<file path="src/verilog/wkmon_defines.svh">
`ifndef WKMON_DEFINES_SVH
`define WKMON_DEFINES_SVH

// filter times in microseconds and derived cycle counts at 20 MHz
`define WKMON_CLK_MHZ      20
`define WKMON_FLT_SHORT_US 16
`define WKMON_FLT_LONG_US  64
`define WKMON_FLT_SHORT_CY (`WKMON_FLT_SHORT_US * `WKMON_CLK_MHZ)
`define WKMON_FLT_LONG_CY  (`WKMON_FLT_LONG_US * `WKMON_CLK_MHZ)
`define WKMON_CNT_W        11
// channel counts
`define WKMON_NUM_WK       3
`define WKMON_NUM_ALT      2
// bias field codes
`define WKMON_BIAS_NONE    2'h0
`define WKMON_BIAS_DOWN    2'h1
`define WKMON_BIAS_UP      2'h2
`define WKMON_BIAS_AUTO    2'h3
// detection field codes
`define WKMON_DET_S16      2'h0
`define WKMON_DET_S64      2'h1
`define WKMON_DET_CYC1     2'h2
`define WKMON_DET_CYC2     2'h3
// reset values
`define WKMON_BIAS_RST     6'h00
`define WKMON_DET_RST      6'h00
`define WKMON_EN_RST       3'h0

`endif

</file>
<file path="src/verilog/wkmon_pkg.sv">
package wkmon_pkg;

  // operating modes of the surrounding device
  typedef enum logic [1:0] {
    WKMON_MODE_NORMAL   = 2'h0,
    WKMON_MODE_STOP     = 2'h1,
    WKMON_MODE_SLEEP    = 2'h2,
    WKMON_MODE_FAILSAFE = 2'h3
  } wkmon_mode_t;

  // per-pin configuration from the control port
  typedef struct packed {
    logic [5:0] input_bias_control;
    logic [5:0] detection_filter_control;
    logic [2:0] wake_enable_control;
  } wkmon_cfg_t;

  // bias drive outputs, one bit per pin
  typedef struct packed {
    logic [2:0] pull_up;
    logic [2:0] pull_down;
  } wkmon_bias_t;

endpackage

</file>
<file path="src/verilog/wkmon_sync.sv">
`timescale 1ns/100ps
`default_nettype none
// two-flop synchroniser for asynchronous pin levels
module wkmon_sync #(
  parameter int W = 1
) (
  input  wire logic         sys_clk_i,
  input  wire logic         srst_i,
  input  wire logic         ce_i,
  input  wire logic [W-1:0] async_i,
  output logic      [W-1:0] sync_o
);
  logic [W-1:0] meta_q;
  logic [W-1:0] meta_d;
  logic [W-1:0] sync_q;
  logic [W-1:0] sync_d;

  // first stage feeds only the second stage
  always_comb begin
    meta_d = ce_i ? async_i : meta_q;
    sync_d = ce_i ? meta_q : sync_q;
  end

  always_ff @(posedge sys_clk_i) begin
    if (srst_i) begin
      meta_q <= '0;
      sync_q <= '0;
    end else begin
      meta_q <= meta_d;
      sync_q <= sync_d;
    end
  end

  assign sync_o = sync_q;
endmodule
`default_nettype wire

</file>
<file path="src/verilog/wkmon_filter.sv">
`timescale 1ns/100ps
`default_nettype none
`include "wkmon_defines.svh"
// edge deglitch: accepts a new level once it held for the filter time
module wkmon_filter #(
  parameter int CW = `WKMON_CNT_W
) (
  input  wire logic          sys_clk_i,
  input  wire logic          srst_i,
  input  wire logic          ce_i,
  input  wire logic          level_i,
  input  wire logic          active_i,
  input  wire logic [CW-1:0] limit_i,
  output logic               level_o,
  output logic               edge_o
);
  import wkmon_pkg::*;

  logic          stable_q;
  logic          stable_d;
  logic [CW-1:0] cnt_q;
  logic [CW-1:0] cnt_d;
  logic          edge_q;
  logic          edge_d;

  // timer restarts whenever the input falls back to the accepted level
  // restart on return
  always_comb begin
    stable_d = stable_q;
    cnt_d    = cnt_q;
    edge_d   = 1'b0;
    if (!active_i || level_i == stable_q) begin
      cnt_d = '0;
    end else if (cnt_q >= limit_i - CW'(1)) begin
      stable_d = level_i;
      cnt_d    = '0;
      edge_d   = 1'b1;
    end else begin
      cnt_d = cnt_q + CW'(1);
    end
  end

  always_ff @(posedge sys_clk_i) begin
    if (srst_i) begin
      stable_q <= 1'b0;
      cnt_q    <= '0;
      edge_q   <= 1'b0;
    end else if (ce_i) begin
      stable_q <= stable_d;
      cnt_q    <= cnt_d;
      edge_q   <= edge_d;
    end
  end

  assign level_o = stable_q;
  assign edge_o  = edge_q;
endmodule
`default_nettype wire

</file>
<file path="src/verilog/wkmon_top.sv">
// Summary of operation
// three wake channels processed independently
// rising and falling edges both signal
// interrupt in normal/stop, wake in sleep
// per pin static or cyclic sensing
// cyclic sensing gated by timer one/two
// static filter selectable 16 or 64 us
// wake only if level holds filter time
// per pin wake enable bit
// three latched wake source bits readable
// live pin levels in normal and stop
// cyclic pins report last sampled level
// fail pins: fixed 16 us, second status
// pull-up and pull-down sources per pin
// bias codes: none, down, up, automatic
// detect codes: s16, s64, cyc1, cyc2
// status sticky until software clears
`timescale 1ns/100ps
`default_nettype none
`include "wkmon_defines.svh"
module wkmon_top #(
  parameter int NWK = `WKMON_NUM_WK,
  parameter int NFO = `WKMON_NUM_ALT
) (
  input  wire logic                   sys_clk_i,
  input  wire logic                   srst_i,
  input  wire logic                   ce_i,
  input  wire logic [NWK-1:0]         wake_input_pin_i,
  input  wire logic [NFO-1:0]         fail_output_pins_i,
  input  wire logic                   fail_pins_as_wake_i,
  input  wire logic                   cyclic_timer_one_i,
  input  wire logic                   cyclic_timer_two_i,
  input  wire wkmon_pkg::wkmon_mode_t mode_i,
  input  wire wkmon_pkg::wkmon_cfg_t  cfg_i,
  input  wire logic [NWK-1:0]         status_clr_i,
  input  wire logic [NFO-1:0]         alt_status_clr_i,
  output logic [NWK-1:0]              wake_source_status_o,
  output logic [NFO-1:0]              alt_wake_source_status_o,
  output logic [NWK-1:0]              pin_level_status_o,
  output wkmon_pkg::wkmon_bias_t      bias_o,
  output logic                        irq_o,
  output logic                        wake_req_o
);
  import wkmon_pkg::*;

  localparam int CW = `WKMON_CNT_W;
  localparam logic [CW-1:0] FLT_SHORT = CW'(`WKMON_FLT_SHORT_CY);
  localparam logic [CW-1:0] FLT_LONG  = CW'(`WKMON_FLT_LONG_CY);

  // decode a pin's two-bit detection field
  function automatic logic [1:0] det_of(input logic [5:0] f, input int i);
    det_of = f[2*i +: 2];
  endfunction

  logic [NWK-1:0] wk_sync;
  logic [NFO-1:0] fo_sync;
  logic [1:0]     tmr_sync;
  logic [NWK-1:0] wk_lvl;
  logic [NWK-1:0] wk_edge;
  logic [NWK-1:0] wk_act;
  logic [NWK-1:0] wk_cyc;
  logic [NFO-1:0] fo_edge;
  logic [1:0]     tmr_q;
  logic [1:0]     tmr_d;
  logic [NWK-1:0] stat_q;
  logic [NWK-1:0] stat_d;
  logic [NFO-1:0] alt_q;
  logic [NFO-1:0] alt_d;
  logic [NWK-1:0] samp_q;
  logic [NWK-1:0] samp_d;
  logic [NWK-1:0] lvl_q;
  logic [NWK-1:0] lvl_d;
  logic [NWK-1:0] pu_q;
  logic [NWK-1:0] pu_d;
  logic [NWK-1:0] pd_q;
  logic [NWK-1:0] pd_d;
  logic           irq_q;
  logic           irq_d;
  logic           wake_q;
  logic           wake_d;
  logic           low_power;
  logic           any_new;

  // pins and timer strobes are asynchronous to this clock
  wkmon_sync #(.W(NWK)) u_sync_wk (
    .sys_clk_i (sys_clk_i),
    .srst_i    (srst_i),
    .ce_i      (ce_i),
    .async_i   (wake_input_pin_i),
    .sync_o    (wk_sync)
  );
  wkmon_sync #(.W(NFO)) u_sync_fo (
    .sys_clk_i (sys_clk_i),
    .srst_i    (srst_i),
    .ce_i      (ce_i),
    .async_i   (fail_output_pins_i),
    .sync_o    (fo_sync)
  );
  wkmon_sync #(.W(2)) u_sync_tmr (
    .sys_clk_i (sys_clk_i),
    .srst_i    (srst_i),
    .ce_i      (ce_i),
    .async_i   ({cyclic_timer_two_i, cyclic_timer_one_i}),
    .sync_o    (tmr_sync)
  );

  // one filter per channel
  for (genvar i = 0; i < NWK; i++) begin : g_wk
    logic [1:0] det;
    assign det = det_of(cfg_i.detection_filter_control, i);
    // cyclic pins active only in timer on-time
    // timer one or two picks the window
    assign wk_cyc[i] = det[1];
    assign wk_act[i] = !det[1] ||
                       (det[0] ? tmr_sync[1] : tmr_sync[0]);
    // static 64 us only for code s64
    // cyclic codes use short filter
    wkmon_filter #(.CW(CW)) u_flt (
      .sys_clk_i (sys_clk_i),
      .srst_i    (srst_i),
      .ce_i      (ce_i),
      .level_i   (wk_sync[i]),
      .active_i  (wk_act[i]),
      .limit_i   ((det == `WKMON_DET_S64) ? FLT_LONG : FLT_SHORT),
      .level_o   (wk_lvl[i]),
      .edge_o    (wk_edge[i])
    );
  end

  // fail pins use fixed short static filter
  for (genvar j = 0; j < NFO; j++) begin : g_fo
    wkmon_filter #(.CW(CW)) u_flt (
      .sys_clk_i (sys_clk_i),
      .srst_i    (srst_i),
      .ce_i      (ce_i),
      .level_i   (fo_sync[j]),
      .active_i  (fail_pins_as_wake_i),
      .limit_i   (FLT_SHORT),
      .level_o   (),
      .edge_o    (fo_edge[j])
    );
  end

  assign low_power = (mode_i == WKMON_MODE_SLEEP) ||
                     (mode_i == WKMON_MODE_FAILSAFE);
  // only enabled pins count as wake sources
  assign any_new = |(wk_edge & cfg_i.wake_enable_control) ||
                   (fail_pins_as_wake_i && |fo_edge);

  // status, levels, bias and signalling next values
  always_comb begin
    tmr_d  = tmr_sync;
    // filter edge flags both directions
    // latch source bit per pin
    // set wins over software clear
    stat_d = (stat_q & ~status_clr_i) |
             (wk_edge & cfg_i.wake_enable_control);
    alt_d  = (alt_q & ~alt_status_clr_i) |
             (fail_pins_as_wake_i ? fo_edge : '0);
    samp_d = samp_q;
    pu_d   = pu_q;
    pd_d   = pd_q;
    for (int k = 0; k < NWK; k++) begin
      // capture at end of timer on-time
      if (wk_cyc[k] && !wk_act[k] &&
          (tmr_q[det_of(cfg_i.detection_filter_control, k) == 2'h3]))
        samp_d[k] = wk_lvl[k];
      // per pin current sources
      // bias code decode
      case (cfg_i.input_bias_control[2*k +: 2])
        `WKMON_BIAS_NONE: begin
          pu_d[k] = 1'b0;
          pd_d[k] = 1'b0;
        end
        `WKMON_BIAS_DOWN: begin
          pu_d[k] = 1'b0;
          pd_d[k] = 1'b1;
        end
        `WKMON_BIAS_UP: begin
          pu_d[k] = 1'b1;
          pd_d[k] = 1'b0;
        end
        default: begin
          pu_d[k] = wk_sync[k];
          pd_d[k] = !wk_sync[k];
        end
      endcase
    end
    // level readback, frozen in low power
    lvl_d = low_power ? lvl_q :
            ((wk_cyc & samp_d) | (~wk_cyc & wk_sync));
    // interrupt when awake, wake when asleep
    irq_d  = any_new && !low_power;
    wake_d = any_new && low_power;
  end

  always_ff @(posedge sys_clk_i) begin
    if (srst_i) begin
      tmr_q  <= 2'h0;
      stat_q <= `WKMON_EN_RST;
      alt_q  <= '0;
      samp_q <= '0;
      lvl_q  <= '0;
      pu_q   <= '0;
      pd_q   <= '0;
      irq_q  <= 1'b0;
      wake_q <= 1'b0;
    end else if (ce_i) begin
      tmr_q  <= tmr_d;
      stat_q <= stat_d;
      alt_q  <= alt_d;
      samp_q <= samp_d;
      lvl_q  <= lvl_d;
      pu_q   <= pu_d;
      pd_q   <= pd_d;
      irq_q  <= irq_d;
      wake_q <= wake_d;
    end
  end

  assign wake_source_status_o     = stat_q;
  assign alt_wake_source_status_o = alt_q;
  assign pin_level_status_o       = lvl_q;
  assign bias_o.pull_up           = pu_q;
  assign bias_o.pull_down         = pd_q;
  assign irq_o                    = irq_q;
  assign wake_req_o               = wake_q;
endmodule
`default_nettype wire

</file>
<file path="config.mk">
export PLATFORM = sky130hd
export DESIGN_NAME = wkmon_top
export DESIGN_NICKNAME = d
export VERILOG_FILES = /design/src/verilog/wkmon_pkg.sv /design/src/verilog/wkmon_sync.sv /design/src/verilog/wkmon_filter.sv /design/src/verilog/wkmon_top.sv
export VERILOG_INCLUDE_DIRS = /design/src /design/src/verilog
export SDC_FILE = /design/constraint.sdc
export NUM_CORES = 1
export LEC_CHECK = 0
export ABC_AREA = 1
export BUFFER_PORTS_ARGS = -buffer_cell sky130_fd_sc_hd__buf_2
export CORE_MARGIN = 2
export CORE_UTILIZATION = 60
export DETAILED_ROUTE_END_ITERATION = 6
export PLACE_DENSITY = 0.81
export SLEW_MARGIN = 20
export SYNTH_ARGS = -nofsm -noshare
export SYNTH_HDL_FRONTEND = slang
export SYNTH_SLANG_ARGS = --single-unit
</file>
<file path="constraint.sdc">
create_clock -name sys_clk_i -period 2.4 [get_ports sys_clk_i]
set_clock_uncertainty 0.1 [all_clocks]
set_input_delay 0.48 -clock sys_clk_i [delete_from_list [all_inputs] [get_ports sys_clk_i]]
set_output_delay 0.48 -clock sys_clk_i [all_outputs]
set_load 0.02 [all_outputs]
</file>
# ---- Yosys cells after proc, flatten, opt, wreduce, memory -nomap -nowiden
# Cells that the tools add are included.
dict set report classes {
  n_addsub 8
  multipliers 0
  div_mod_pow 0
  n_lt_le_gt_ge 8
  eq_ne 19
  n_shift 0
  n_mux 42
  bitwise_logic 17
  n_reduce_logical 47
}
# op count
set op_table {}
lappend op_table {{two-way mux 11 bit} 13}
lappend op_table {{adder 11 x 1 -> 11 bit (second input constant)} 5}
lappend op_table {{>= comparator 11 bit} 3}
lappend op_table {{subtractor 11 x 1 -> 11 bit (second input constant)} 3}
lappend op_table {{>= comparator 11 x 9 -> 1 bit (second input constant)} 2}
lappend op_table {{two-way mux 1 bit} 22}
lappend op_table {{equality test 2 bit (second input constant)} 8}
lappend op_table {{AND reduction 3 bit} 5}
lappend op_table {{OR reduction 2 bit} 7}
lappend op_table {{AND 3 bit} 4}
lappend op_table {{equality test 2 x 1 -> 1 bit (second input constant)} 6}
lappend op_table {{one-hot mux 1 bit (2 select lines)} 6}
lappend op_table {{zero test 1 bit} 11}
lappend op_table {{logical OR 1 bit} 10}
lappend op_table {{logical AND 1 bit} 9}
lappend op_table {{zero test 2 bit} 3}
lappend op_table {{< comparator 1 x 2 -> 1 bit (second input constant)} 3}
lappend op_table {{inverter 1 bit} 6}
lappend op_table {{inverter 3 bit} 2}
lappend op_table {{bitwise OR 3 bit} 2}
lappend op_table {{equality test 1 bit} 5}
lappend op_table {{OR reduction 3 bit} 1}
lappend op_table {{AND 2 bit} 1}
lappend op_table {{two-way mux 2 bit} 1}
lappend op_table {{other kinds (3)} 3}
dict set report word_totals {
  regBits 100
  latch_bits 0
  ram_bits 0
  romBits 0
  input_bits 33
  output_inout_bits 16
  n_memories 0
}

# ---- Longest topological paths before layout
# Gate-level depths: netlist (run 1).
dict set report logic_depth {
  depth_word 8
  ltp_mapped 13
  depth_no_buf 13
}

# ---- Cells and area by module
# From an unflattened synthesis (run 1), not the netlist that was laid out.
dict set report unflattened {
  cells_unflattened 1294
  hier_area_um2 8021.4
}
# module instances cells_per_inst area_each_um2 seq_area_each_um2
set modules_own_cells {}
lappend modules_own_cells {wkmon_filter 5 204 1255.0 260.2}
lappend modules_own_cells {wkmon_top 1 184 1148.6 420.4}
lappend modules_own_cells {{wkmon_sync (u_sync_fo ...)} 2 26 175.2 80.1}
lappend modules_own_cells {{wkmon_sync (u_sync_wk)} 1 38 247.7 120.1}

# ---- Least setup slack after synthesis (run 1)
# No wires, ideal clock.
dict set report synth_timing {
  path_kind {input to register}
  from {in cfg_i[3] (netlist bit)}
  to {reg g_wk[0].u_flt.cnt_q[5]}
  setup_time_ns 0.128
  arrival_ns 1.671
  required_time_ns 2.172
  slack_ns 0.502
  path_stages 13
  cell_sequence {inv_1 > nor2_1 > inv_1 > ha_1 > inv_1 > nor2_1 > nand2_1 > nor2_1 > nand2_1 > nand3_2 > nor2_1 > nor2_1 > nor2_1}
}
dict set report synth_via {
  elab_chain_len 6
}
# element line
set synth_lines {}
lappend synth_lines {{from (decl)} wkmon_top.sv:34} ;# input wire wkmon_pkg::wkmon_cfg_t cfg_i,
lappend synth_lines {{equality test 2 x 1 -> 1 bit (no source line)} n/a}
lappend synth_lines {{two-way mux 11 bit} wkmon_top.sv:124} ;# .limit_i ((det == `WKMON_DET_S64) ? FLT_LONG : FLT_SHORT),
lappend synth_lines {{subtractor 11 x 1 -> 11 bit} wkmon_filter.sv:34} ;# end else if (cnt_q >= limit_i - CW'(1)) begin
lappend synth_lines {{>= comparator 11 bit} wkmon_filter.sv:34}
lappend synth_lines {{two-way mux 11 bit} wkmon_filter.sv:34}
lappend synth_lines {{two-way mux 11 bit (*)} wkmon_filter.sv:32} ;# if (!active_i || level_i == stable_q) begin
lappend synth_lines {{to (signal assigned)} wkmon_filter.sv:50} ;# cnt_q <= cnt_d;
lappend synth_lines {{to (decl)} wkmon_filter.sv:21} ;# logic [CW-1:0] cnt_q;
# Mark *: on every way between the ends. The rest lies on a longest branch, timed or not.
# A chain may end at the register's enable or synchronous reset.

# ---- Worst setup path after layout (run 1)
dict set report layout_timing {
  from {in cfg_i[3] (netlist bit)}
  to {reg g_wk[0].u_flt.cnt_q[2]}
}
# The elaborated chain is that of the path after synthesis.

==> run summary, run 1 <==
syn nets -> 923
Arr. time, crit path -> 2.20 ns
grt met2 use -> 46.9%
initial antenna violation count -> 0
worst setup slack after placement -> 0.0457 ns
crit start category -> input pin
largest net degree at the start of global routing -> 80
CP endpoint kind -> flip-flop
WL/cell -> 12.8 um
register area share after synthesis -> 35.4%
final worst-path cycle share -> 83.4%
Data required, critical path -> 2.60 ns
Core Area -> 0.00920 mm2
first-pass detailed-route iteration total -> 5
Area growth, synth to finish -> 9.16%
share of the synthesized area in the top cell type -> 35.4%
synthesized cell area -> 0.00566 mm2
dpl hpwl -> 9.38 mm
row count -> 35
hold crit path type -> input pin to flip-flop
RSZ-0062 raised after global routing -> no
RD Place Congestion -> 0.905
DR vias/cell -> 5.45
total power -> 0.00304 W
setup ws final -> 0.399 ns
crit path cell chain -> buf_2 > inv_1 > nor2_1 > inv_1 > ha_1 > or2_0 > nand2_1 > nand2_1 > a21oi_4 > nand3_1 > a21oi_1
syn avg cell area -> 6.48 um2
Final Max Tran Viols -> 0
WL final -> 13.1 mm
PwrDens -> 492 mW/mm2
worst slew pin tran -> 0.709 ns
clk_lat worst skew -> 0.37 ns
Post-CTS Setup Bufs -> 0
PortBufs -> 47
setup TNS -> 0 ns
status -> completed
cell count after synthesis -> 873
max_cap viols -> 0
Num CTS Buffers -> 9
cell taking the most area after synthesis -> dfxtp_1
slowest stage cell, crit path -> ha_1
Rel. slew slack -> 52.5%
min cycle time layout -> 2.00 ns
via count -> 5586
Max VDD drop -> 0.403 mV
Die ar. -> 0.0102 mm2
# DRC -> 0
Iteration-0 DRC Markers -> 273
FF+latch count, synth -> 100
busiest grt layer -> met2
Global Route met3 Usage -> 4.72%
worst-path maximum fanout -> 10
layout cells sized above 1 -> 11.7%
initial core utilization -> 61.5%
leakage power -> 2.75 nW
CTS Buffer Depth -> 2
top cells by area, synth -> dfxtp_1, nand2_1, a21oi_1, inv_1, nor2_1
gr usage total -> 26.0%
Setup-failing EPs final -> 0
Clock H-tree levels -> 3
final hold violation count -> 0
max frequency -> 0.500 GHz
first-pass GRT wire length -> 22.1 mm
# diodes -> 0
met1 Use GR -> 31.5%
CTS Sinks -> 100
chip height -> 101 um
nets@finish -> 959
# resized after CTS -> 0
Worst Setup Path Type -> input pin to flip-flop
total grt overflow -> 0
number of global-route vias before repair -> 5135
Top-Level Pins -> 49
Worst-path clk slew -> 0.11 ns
CTS tree -> built
synth warn -> 0
Slowest Stage Delay on Critical Path -> 0.29 ns
antenna-violating nets left -> 0
Root Driver -> clkbuf_8
cts-stage hold buffer count -> 0
Die X-Extent -> 101 um
Yosys cell types -> 30
[per-layer routing]
| layer | part of all wire, % | vias to the layer above |
|---|---|---|
| li1 | - | 2879 |
| met2 | 51 | 92 |
| met3 | 3.2 | 14 |
| met4 | 1.2 | 0 |
| met1 | 44 | 2601 |
| met5 | 0 | - |
[metrics by stage]
step / cells / area, um2 / util (%) / hold WS [ns]
after detailed placement: 1009 / 5980 / 65.0 / 0.330
final: 1025 / 6180 / 67.2 / 0.224
after global routing: 1025 / 6180 / 67.2 / 0.216
after floorplan: 873 / 5660 / - / 0.318
after global placement: 1009 / 5980 / 65.0 / 0.328
after CTS: 1025 / 6180 / 67.2 / 0.210
[worst max-delay path: cells and delay by family]
| kind | cells | cell delay (ns) |
|---|---|---|
| AND/OR/NAND/NOR | 5 | 0.71 |
| adder cells (fa/ha/maj) | 1 | 0.29 |
| buffers and inverters | 3 | 0.28 |
| AO/OA/AOI/OAI | 2 | 0.45 |
[Yosys cell counts]
| cell type | count |
|---|---|
| nand3_2 | 2 |
| clkbuf_1 | 18 |
| nand2_2 | 5 |
| a21o_1 | 1 |
| o21bai_1 | 2 |
| nor3b_4 | 1 |
| xnor2_1 | 2 |
| nand2_1 | 248 |
| nand3_1 | 59 |
| buf_4 | 5 |
| nand2_4 | 2 |
| ha_1 | 17 |
| a21boi_2 | 1 |
| nor3b_2 | 1 |
| or2_0 | 1 |
| inv_2 | 10 |
| buf_2 | 8 |
| nor2_2 | 8 |
| nor2_4 | 3 |
| o211ai_1 | 4 |
| a21oi_4 | 2 |
| nor2_1 | 94 |
| nor3_1 | 7 |
| nand3b_1 | 2 |
| a21oi_1 | 83 |
| dfxtp_1 | 100 |
| o21ai_0 | 38 |
| inv_1 | 99 |
| nand4_1 | 37 |
| xor2_1 | 13 |
[path summary, 6_finish.rpt]
path | start | to | slack (ns) | cells past startpoint
hold / removal | wake_input_pin_i[2] | u_sync_wk.meta_q[2] | 0.22 | 3
hold reg to reg | g_fo[1].u_flt.cnt_q[10] | g_fo[1].u_flt.cnt_q[10] | 0.35 | 2
setup / recovery | cfg_i[3] | g_wk[0].u_flt.cnt_q[2] | 0.40 | 11
setup reg to reg | g_wk[0].u_flt.cnt_q[10] | g_wk[0].u_flt.cnt_q[2] | 0.58 | 7
[where the power goes]
group | switching (W) | total, W | internal [W]
Sequential | 0.0000231 | 0.00172 | 0.00169
Clock | 0.000644 | 0.00105 | 0.000404
Combinational | 0.000184 | 0.000272 | 0.0000877
Total | 0.000851 | 0.00304 | 0.00219
[flip-flops by register name (all words and copies together), names as in the netlist, 3 cells and up]
signal                cells
u_sync_wk.sync_o          3
u_sync_wk.meta_q          3
samp_q                    3
pu_q                      3
g_wk.u_flt.edge_o         3
g_fo.u_flt.cnt_q         22
wake_source_status_o      3
g_wk.u_flt.cnt_q         33
pin_level_status_o        3
g_wk.u_flt.level_o        3
pd_q                      3
[placed cells by master, fill, tap and decap left out, types with 17 or more instances in the layout]
master / count
o21ai_0: 38
inv_1: 99
dfxtp_1: 100
nor2_1: 94
nand3_1: 59
buf_2: 47
nand4_1: 37
a21oi_1: 83
nand2_1: 248
ha_1: 17
[final cells by class]
cell class	instances	area, um2
Clock buffer	9	124
Fill cell	823	3020
Timing Repair Buffer	56	328
Inverter	109	409
Sequential cell	100	2000
Clock inverter	7	72.6
Tap cell	111	139
Multi-Input combinational cell	633	3100
[kinds of logic (layout without fill, tap and decap cells)]
kind of cell	count (synthesis)	count (layout)	share of synthesized area, %
AO/OA/AOI/OAI	131	131	12.4
XOR/XNOR	15	15	2.32
buffers and inverters	140	181	9.80
flip-flops	100	100	35.4
AND/OR/NAND/NOR	470	470	36.3
adder cells (fa/ha/maj)	17	17	3.76
Note: power is estimated with default switching activity, not from simulation.
==> run 2, diff against run 1 <==
--- a/config.mk
+++ b/config.mk
@@ -9,9 +9,9 @@
 export ABC_AREA = 1
 export BUFFER_PORTS_ARGS = -buffer_cell sky130_fd_sc_hd__buf_2
 export CORE_MARGIN = 2
-export CORE_UTILIZATION = 60
+export CORE_UTILIZATION = 54
 export DETAILED_ROUTE_END_ITERATION = 6
-export PLACE_DENSITY = 0.81
+export PLACE_DENSITY = 0.77
 export SLEW_MARGIN = 20
 export SYNTH_ARGS = -nofsm -noshare
 export SYNTH_HDL_FRONTEND = slang
==> constraint.sdc (replaced) <==
create_clock -name sys_clk_i -period 1.6 [get_ports sys_clk_i]
set_clock_uncertainty 0.1 [all_clocks]
set_input_delay 0.32 -clock sys_clk_i [delete_from_list [all_inputs] [get_ports sys_clk_i]]
set_output_delay 0.32 -clock sys_clk_i [all_outputs]
set_load 0.02 [all_outputs]
==> run 2 against run 1 <==
Effect of this change:
- die area increased by 11%
- combinational power up 86%
- setup slack lost 0.39 ns
- final area grew 15%
- clock-buffer cell count is 1 higher
- global-route usage is 1.4 points lower
- flip-flop and latch count unchanged
- via count rose by 3.2%
- final cell count grew 9.0%
- core utilization increased by 2.0 points
- power up 57%
- highest routed layer unchanged
==> run summary, run 2 (synthesis results as in run 1) <==
CP endpoint kind -> flip-flop
HP Start -> fail_output_pins_i[1]
final hold violation count -> 0
worst-path maximum fanout -> 5
initial core utilization -> 55.3%
Switching Fraction -> 27.0%
# diodes -> 0
clk_lat worst skew -> 0.38 ns
R2R setup slack -> 0.01 ns
leakage power -> 3.14 nW
WL/cell -> 12.4 um
layout cells sized above 1 -> 24.9%
part of the power in registers -> 54.2%
max_cap viols -> 0
Root Driver -> clkbuf_8
Top reg by flops -> g_wk.u_flt.cnt_q
PortBufs -> 47
cts-stage hold buffer count -> 0
Num CTS Buffers -> 9
WHS Endpoint -> u_sync_fo.meta_q[1]
RD Place Congestion -> 0.851
P_sw -> 0.00128 W
CTS Sinks -> 100
DR vias/cell -> 5.16
most frequent cells in the layout -> nand2_1, inv_1, nor2_1, dfxtp_1, a21oi_1
hold crit path type -> input pin to flip-flop
Slowest Stage Delay on Critical Path -> 0.37 ns
Gate power share -> 10.6%
Max VDD drop -> 0.633 mV
post-route cell area -> 0.00708 mm2
setup TNS -> 0 ns
Top-Level Pins -> 49
Clock H-tree levels -> 3
first-pass detailed-route iteration total -> 5
Arr. time, crit path -> 1.80 ns
Die X-Extent -> 106 um
r2r startpoint -> g_wk[0].u_flt.cnt_q[10]
nets@finish -> 1026
Crit path max-delay family -> simple AND/OR/NAND/NOR gates
largest net degree at the start of global routing -> 62
crit start category -> flip-flop
slowest stage cell, crit path -> dfxtp_2
max reg flops -> 33
crit path cell chain -> ha_4 > or2_0 > nand2_1 > nand2_2 > a21oi_4 > buf_6 > nand3_1 > a21oi_1
Data required, critical path -> 1.81 ns
status -> completed
# DRC -> 0
initial antenna violation count -> 0
antenna-violating nets left -> 0
critical path depth -> 8
critical path buffer and inverter count -> 1
Rel. slew slack -> 67.8%
Core Area -> 0.0102 mm2
final std cells w/o fill -> 1117
via count -> 5764
PwrDens -> 671 mW/mm2
min cycle time layout -> 1.59 ns
total grt overflow -> 0
number of global-route vias before repair -> 5205
Die ar. -> 0.0113 mm2
Area growth, synth to finish -> 25.1%
Final Max Tran Viols -> 0
Iteration-0 DRC Markers -> 229
max frequency -> 0.629 GHz
RSZ-0062 raised after global routing -> yes
placed cell count -> 1093
most common cell after layout, fill and taps aside -> nand2_1
CTS tree -> built
dpl hpwl -> 9.54 mm
number of fill cells -> 892
row count -> 37
worst r2r dst -> g_wk[0].u_flt.cnt_q[10]
Worst Setup Path Type -> flip-flop to flip-flop
chip height -> 106 um
placed cell area -> 0.00657 mm2
R2R cell count -> 8
internal power -> 0.00347 W
largest registers -> g_wk.u_flt.cnt_q (33), g_fo.u_flt.cnt_q (22)
Setup-failing EPs final -> 0
CTS Buffer Depth -> 2
first-pass GRT wire length -> 22.9 mm
hold depth -> 3
WL final -> 13.8 mm
gr usage total -> 24.6%
Worst-path clk slew -> 0.10 ns
worst slew pin tran -> 0.482 ns
final worst-path cycle share -> 99.4%
clock share of power -> 35.2%
run 2: cell count changes in the layout (fill, tap and decap cells not counted), moves of 9 or more:
cell | before | now
a21oi_1 | 83 | 74
a21oi_2 | 0 | 9
nand2_2 | 5 | 17
buf_4 | 7 | 67
dfxtp_1 | 100 | 84
nand2_1 | 248 | 233
dfxtp_2 | 0 | 16
run 2: power groups by stage:
stage / clock (W) / combinational [W] / sequential, W
4_1_cts: 0.00170 / 0.000483 / 0.00258
6_report: 0.00167 / 0.000506 / 0.00258
2_1_floorplan: 0 / 0.000266 / 0.00264
3_5_place_dp: 0 / 0.000479 / 0.00263
3_3_place_gp: 0 / 0.000472 / 0.00263
5_1_grt: 0.00181 / 0.000568 / 0.00258
run 2: timing repair:
action                                  in CTS  in global routing
endpoints found under the hold margin        0                  0
pin swaps                                    3                 37
gates resized for setup                      9                 59
cloned                                       0                  0
endpoints found under the setup margin      19                 42
buffers inserted                             3                  5
run 2: cell type report:
type	instances	area, um2	area share [%]
Sequential cell	100	2020	28.6
Clock buffer	10	128	1.80
Inverter	109	422	5.96
Clock inverter	6	71.3	1.01
Multi-Input combinational cell	633	3390	47.9
Tap cell	136	170	2.40
Timing Repair Buffer	123	875	12.4
run 2: layer usage:
metal	vias to the layer above	part of all wire [%]	GRT usage (%)
met5	-	0	0
met4	0	1.8	7.33
met3	21	4.0	4.35
met2	115	50	43.7
met1	2614	44	30.3
li1	3014	-	-
run 2: worst max path at each step:
stage / startpoint / end
2_1_floorplan: cfg_i[3] / g_wk[0].u_flt.cnt_q[10]
4_1_cts: g_wk[1].u_flt.cnt_q[8] / g_wk[1].u_flt.cnt_q[9]
3_5_place_dp: cfg_i[3] / g_wk[0].u_flt.cnt_q[9]
6_report: g_wk[0].u_flt.cnt_q[10] / g_wk[0].u_flt.cnt_q[10]
3_3_place_gp: cfg_i[3] / g_wk[0].u_flt.cnt_q[10]
5_1_grt: u_sync_tmr.sync_o[1] / g_wk[1].u_flt.cnt_q[8]
run 2: metrics by stage:
| stage | total power (W) | utilization, % | worst slack, ns | hold slack (ns) |
|---|---|---|---|---|
| after floorplan | 0.00291 | - | -0.0677 | 0.318 |
| after global placement | 0.00310 | 64.2 | -0.346 | 0.328 |
| after global routing | 0.00496 | 69.2 | -0.0680 | 0.0694 |
| final | 0.00475 | 69.2 | 0.0102 | 0.0593 |
| after CTS | 0.00476 | 66.7 | 0.000715 | 0.0574 |
| after detailed placement | 0.00311 | 64.2 | -0.412 | 0.330 |
run 2: worst min-delay path, cell delays in order:
cell and delay, ns:
buf_2 0.07, nor2_1 0.03, nor2_1 0.08
==> run 3, diff against run 2 <==
--- a/config.mk
+++ b/config.mk
@@ -9,10 +9,11 @@
 export ABC_AREA = 1
 export BUFFER_PORTS_ARGS = -buffer_cell sky130_fd_sc_hd__buf_2
 export CORE_MARGIN = 2
-export CORE_UTILIZATION = 54
+export CORE_UTILIZATION = 56
 export DETAILED_ROUTE_END_ITERATION = 6
-export PLACE_DENSITY = 0.77
+export PLACE_DENSITY = 0.78
 export SLEW_MARGIN = 20
 export SYNTH_ARGS = -nofsm -noshare
 export SYNTH_HDL_FRONTEND = slang
+export SYNTH_HIERARCHICAL = 1
 export SYNTH_SLANG_ARGS = --single-unit
==> run 3 against run 2 <==
Effect of this change:
- the run now ends with negative setup slack left
- area after synthesis grew 42%
- hold slack gained 0.068 ns
- non-clock buffer count grew 39
- synthesized cell count grew 48%
- largest power group unchanged
- highest routed layer unchanged
==> run summary, run 3 <==
final std cells w/o fill -> 1739
Num CTS Buffers -> 9
Crit path max-delay family -> simple AND/OR/NAND/NOR gates
PortBufs -> 47
worst hold slack -> 0.127 ns
worst-path maximum fanout -> 6
largest net degree at the start of global routing -> 51
most frequent cell after synthesis -> nand2_1
initial antenna violation count -> 0
initial core utilization -> 57.6%
P_sw -> 0.00169 W
Setup-failing EPs final -> 56
slowest stage cell, crit path -> ha_1
Iteration-0 DRC Markers -> 491
cts-stage hold buffer count -> 0
share of the synthesized area in the top cell type -> 25.0%
synthesized cell area -> 0.00802 mm2
max_cap viols -> 0
gr usage total -> 26.6%
max frequency -> 0.518 GHz
Core Area -> 0.0139 mm2
register area share after synthesis -> 25.0%
worst r2r dst -> g_wk[2].u_flt/cnt_q[9]
synth warn -> 6
CTS tree -> built
placed cell count -> 1710
placed cell area -> 0.00967 mm2
Area growth, synth to finish -> 39.0%
RD Place Congestion -> 0.923
CP endpoint kind -> flip-flop
Final Max Tran Viols -> 0
status -> complete, but fails checks
PwrDens -> 524 mW/mm2
clock share of power -> 37.5%
fin util -> 80.0%
hold depth -> 4
dpl hpwl -> 14.5 mm
Async S/R FF share, synth -> 0%
layout cells sized above 1 -> 27.4%
Max VDD drop -> 0.531 mV
syn avg cell area -> 6.20 um2
EDFF count, synth -> 0
CTS Sinks -> 100
final worst-path cycle share -> 121%
row count -> 43
grt met2 use -> 47.1%
first-pass GRT wire length -> 32.5 mm
total grt overflow -> 0
most frequent cells in the layout -> nand2_1, inv_1, conb_1, nor2_1, buf_4
Worst-path clk slew -> 0.07 ns
WHS Endpoint -> wake_source_status_o[0]
crit path cell chain -> buf_8 > nor2_4 > inv_4 > nor3_4 > xor2_2 > ha_1 > nand2_2 > nor2_4 > nand3_1 > nand2_2 > nor2_4 > buf_6 > nand3_4 > a21oi_2
met1 Use GR -> 31.6%
crit start category -> input pin
HP Start -> status_clr_i[0]
CTS Buffer Depth -> 2
Global Route met3 Usage -> 4.95%
cell taking the most area after synthesis -> dfxtp_1
number of global-route vias before repair -> 7606
internal power -> 0.00416 W
Die ar. -> 0.0153 mm2
WL/cell -> 12.6 um
worst setup slack after placement -> -0.707 ns
r2r startpoint -> g_wk[2].u_flt/cnt_q[10]
Root Driver -> clkbuf_16
Yosys cell types -> 26
Slowest Stage Delay on Critical Path -> 0.27 ns
FF+latch count, synth -> 100
most common library cells after synthesis -> nand2_1, inv_1, nor2_1
via count -> 8657
Switching Fraction -> 28.9%
first-pass detailed-route iteration total -> 5
min cycle time layout -> 1.93 ns
Clock H-tree levels -> 3
top cells by area, synth -> dfxtp_1, nand2_1, inv_1, ha_1, nand3_1
nets@finish -> 1653
failing checks -> negative setup slack
Worst Setup Path Type -> input pin to flip-flop
Top reg by flops -> g_wk.u_flt/cnt_q
DR vias/cell -> 4.98
RSZ-0062 raised after global routing -> yes
post-route cell area -> 0.0111 mm2
setup ws final -> -0.332 ns
busiest grt layer -> met2
largest registers -> g_wk.u_flt/cnt_q (33), g_fo.u_flt/cnt_q (22)
cell count after synthesis -> 1294
critical path buffer and inverter count -> 3
# diodes -> 0
hold crit path type -> input pin to flip-flop
top_reg_cell synth -> dfxtp_1
# DRC -> 0
final hold violation count -> 0
Arr. time, crit path -> 2.12 ns
R2R cell count -> 9
WL final -> 21.9 mm
part of the power in registers -> 43.9%
max reg flops -> 33
clk_lat worst skew -> 0.35 ns
Top-Level Pins -> 49
antenna-violating nets left -> 0
leakage power -> 5.58 nW
chip height -> 124 um
R2R setup slack -> -0.14 ns
Data required, critical path -> 1.79 ns
most common cell after layout, fill and taps aside -> nand2_1
most used cell, CP -> nor2_4
Gate power share -> 18.5%
Die X-Extent -> 124 um
-- run 3: cell types whose count changed after synthesis, moves of 7 or more --
cell,previous run,this run
ha_1,17,65
nand2_1,248,361
inv_1,99,229
buf_6,0,8
nand3_1,59,118
o21ai_0,38,20
nor2_1,94,126
clkbuf_1,18,10
a21oi_2,0,7
nor2_2,8,16
xor2_1,13,60
a21oi_1,83,93
nand4_1,37,16
xnor2_1,2,20
-- run 3: worst register-to-register path, stage by stage (launching register included) --
cell and delay [ns]:
dfxtp_1 0.34, ha_1 0.32, nand2_1 0.14, inv_1 0.08
a21oi_2 0.13, nand2_2 0.09, nor2_4 0.14, buf_6 0.14
nand3_4 0.06, a21oi_2 0.13
-- run 3: final cells by class --
cell class	count	area [um2]
Clock buffer	9	225
Clock inverter	6	66.3
Fill cell	957	2790
Inverter	234	913
Multi-Input combinational cell	1048	6420
Sequential cell	100	2030
Tap cell	180	225
Timing Repair Buffer	162	1270
-- run 3: kinds of logic (layout without fill, tap and decap cells) --
logic type                 count (synthesis)  after routing  synth area share [%]
and+or+nand+nor                          660            662                  34.4
AOI/OAI and AO/OA                        126            126                  8.35
xor gates and xnor gates                  80             80                  8.73
DFF                                      100            100                  25.0
adders and majority gates                 65             65                  10.1
buffers and inverters                    261            411                  13.3
other                                      2            115                0.0936
-- run 3: power groups by stage --
stage	Combinational [W]	Sequential (W)	Clock [W]
6_report	0.00108	0.00257	0.00219
5_1_grt	0.00121	0.00257	0.00232
4_1_cts	0.000919	0.00257	0.00223
3_5_place_dp	0.000875	0.00263	0
3_3_place_gp	0.000857	0.00263	0
2_1_floorplan	0.000595	0.00264	0
-- run 3: worst max path at each step --
stage / from / endpoint / slack (ns) / cells past startpoint
after floorplan: cfg_i[6] / g_wk[1].u_flt/cnt_q[6] / -0.33 / 15
after global placement: cfg_i[5] / g_wk[1].u_flt/cnt_q[10] / -0.57 / 17
after detailed placement: cfg_i[7] / g_wk[2].u_flt/cnt_q[9] / -0.71 / 17
after CTS: cfg_i[6] / g_wk[1].u_flt/cnt_q[10] / -0.26 / 16
after global routing: cfg_i[8] / g_wk[2].u_flt/cnt_q[5] / -0.46 / 16
final: cfg_i[8] / g_wk[2].u_flt/cnt_q[9] / -0.33 / 14
-- run 3: stage by stage --
stage	TNS [ns]	power [W]
final	-9.89	0.00585
after global routing	-15.72	0.00610
after CTS	-7.40	0.00572
after detailed placement	-28.35	0.00351
after global placement	-24.60	0.00348
after floorplan	-10.71	0.00324
-- run 3: repair_timing --
item                       4_1_cts  5_1_grt
pin swaps                       41       84
resized for setup               66      187
setup endpoints to repair       64       65
buffers inserted                 4        8
cloned                           2        0
-- run 3: metal layers --
layer | part of all wire, % | up-vias | wire, um
li1 | - | 4439 | -
met1 | 43 | 3945 | 9410
met2 | 49 | 212 | 10800
met3 | 4.0 | 61 | 884
met4 | 3.7 | 0 | 807
met5 | 0 | - | 0
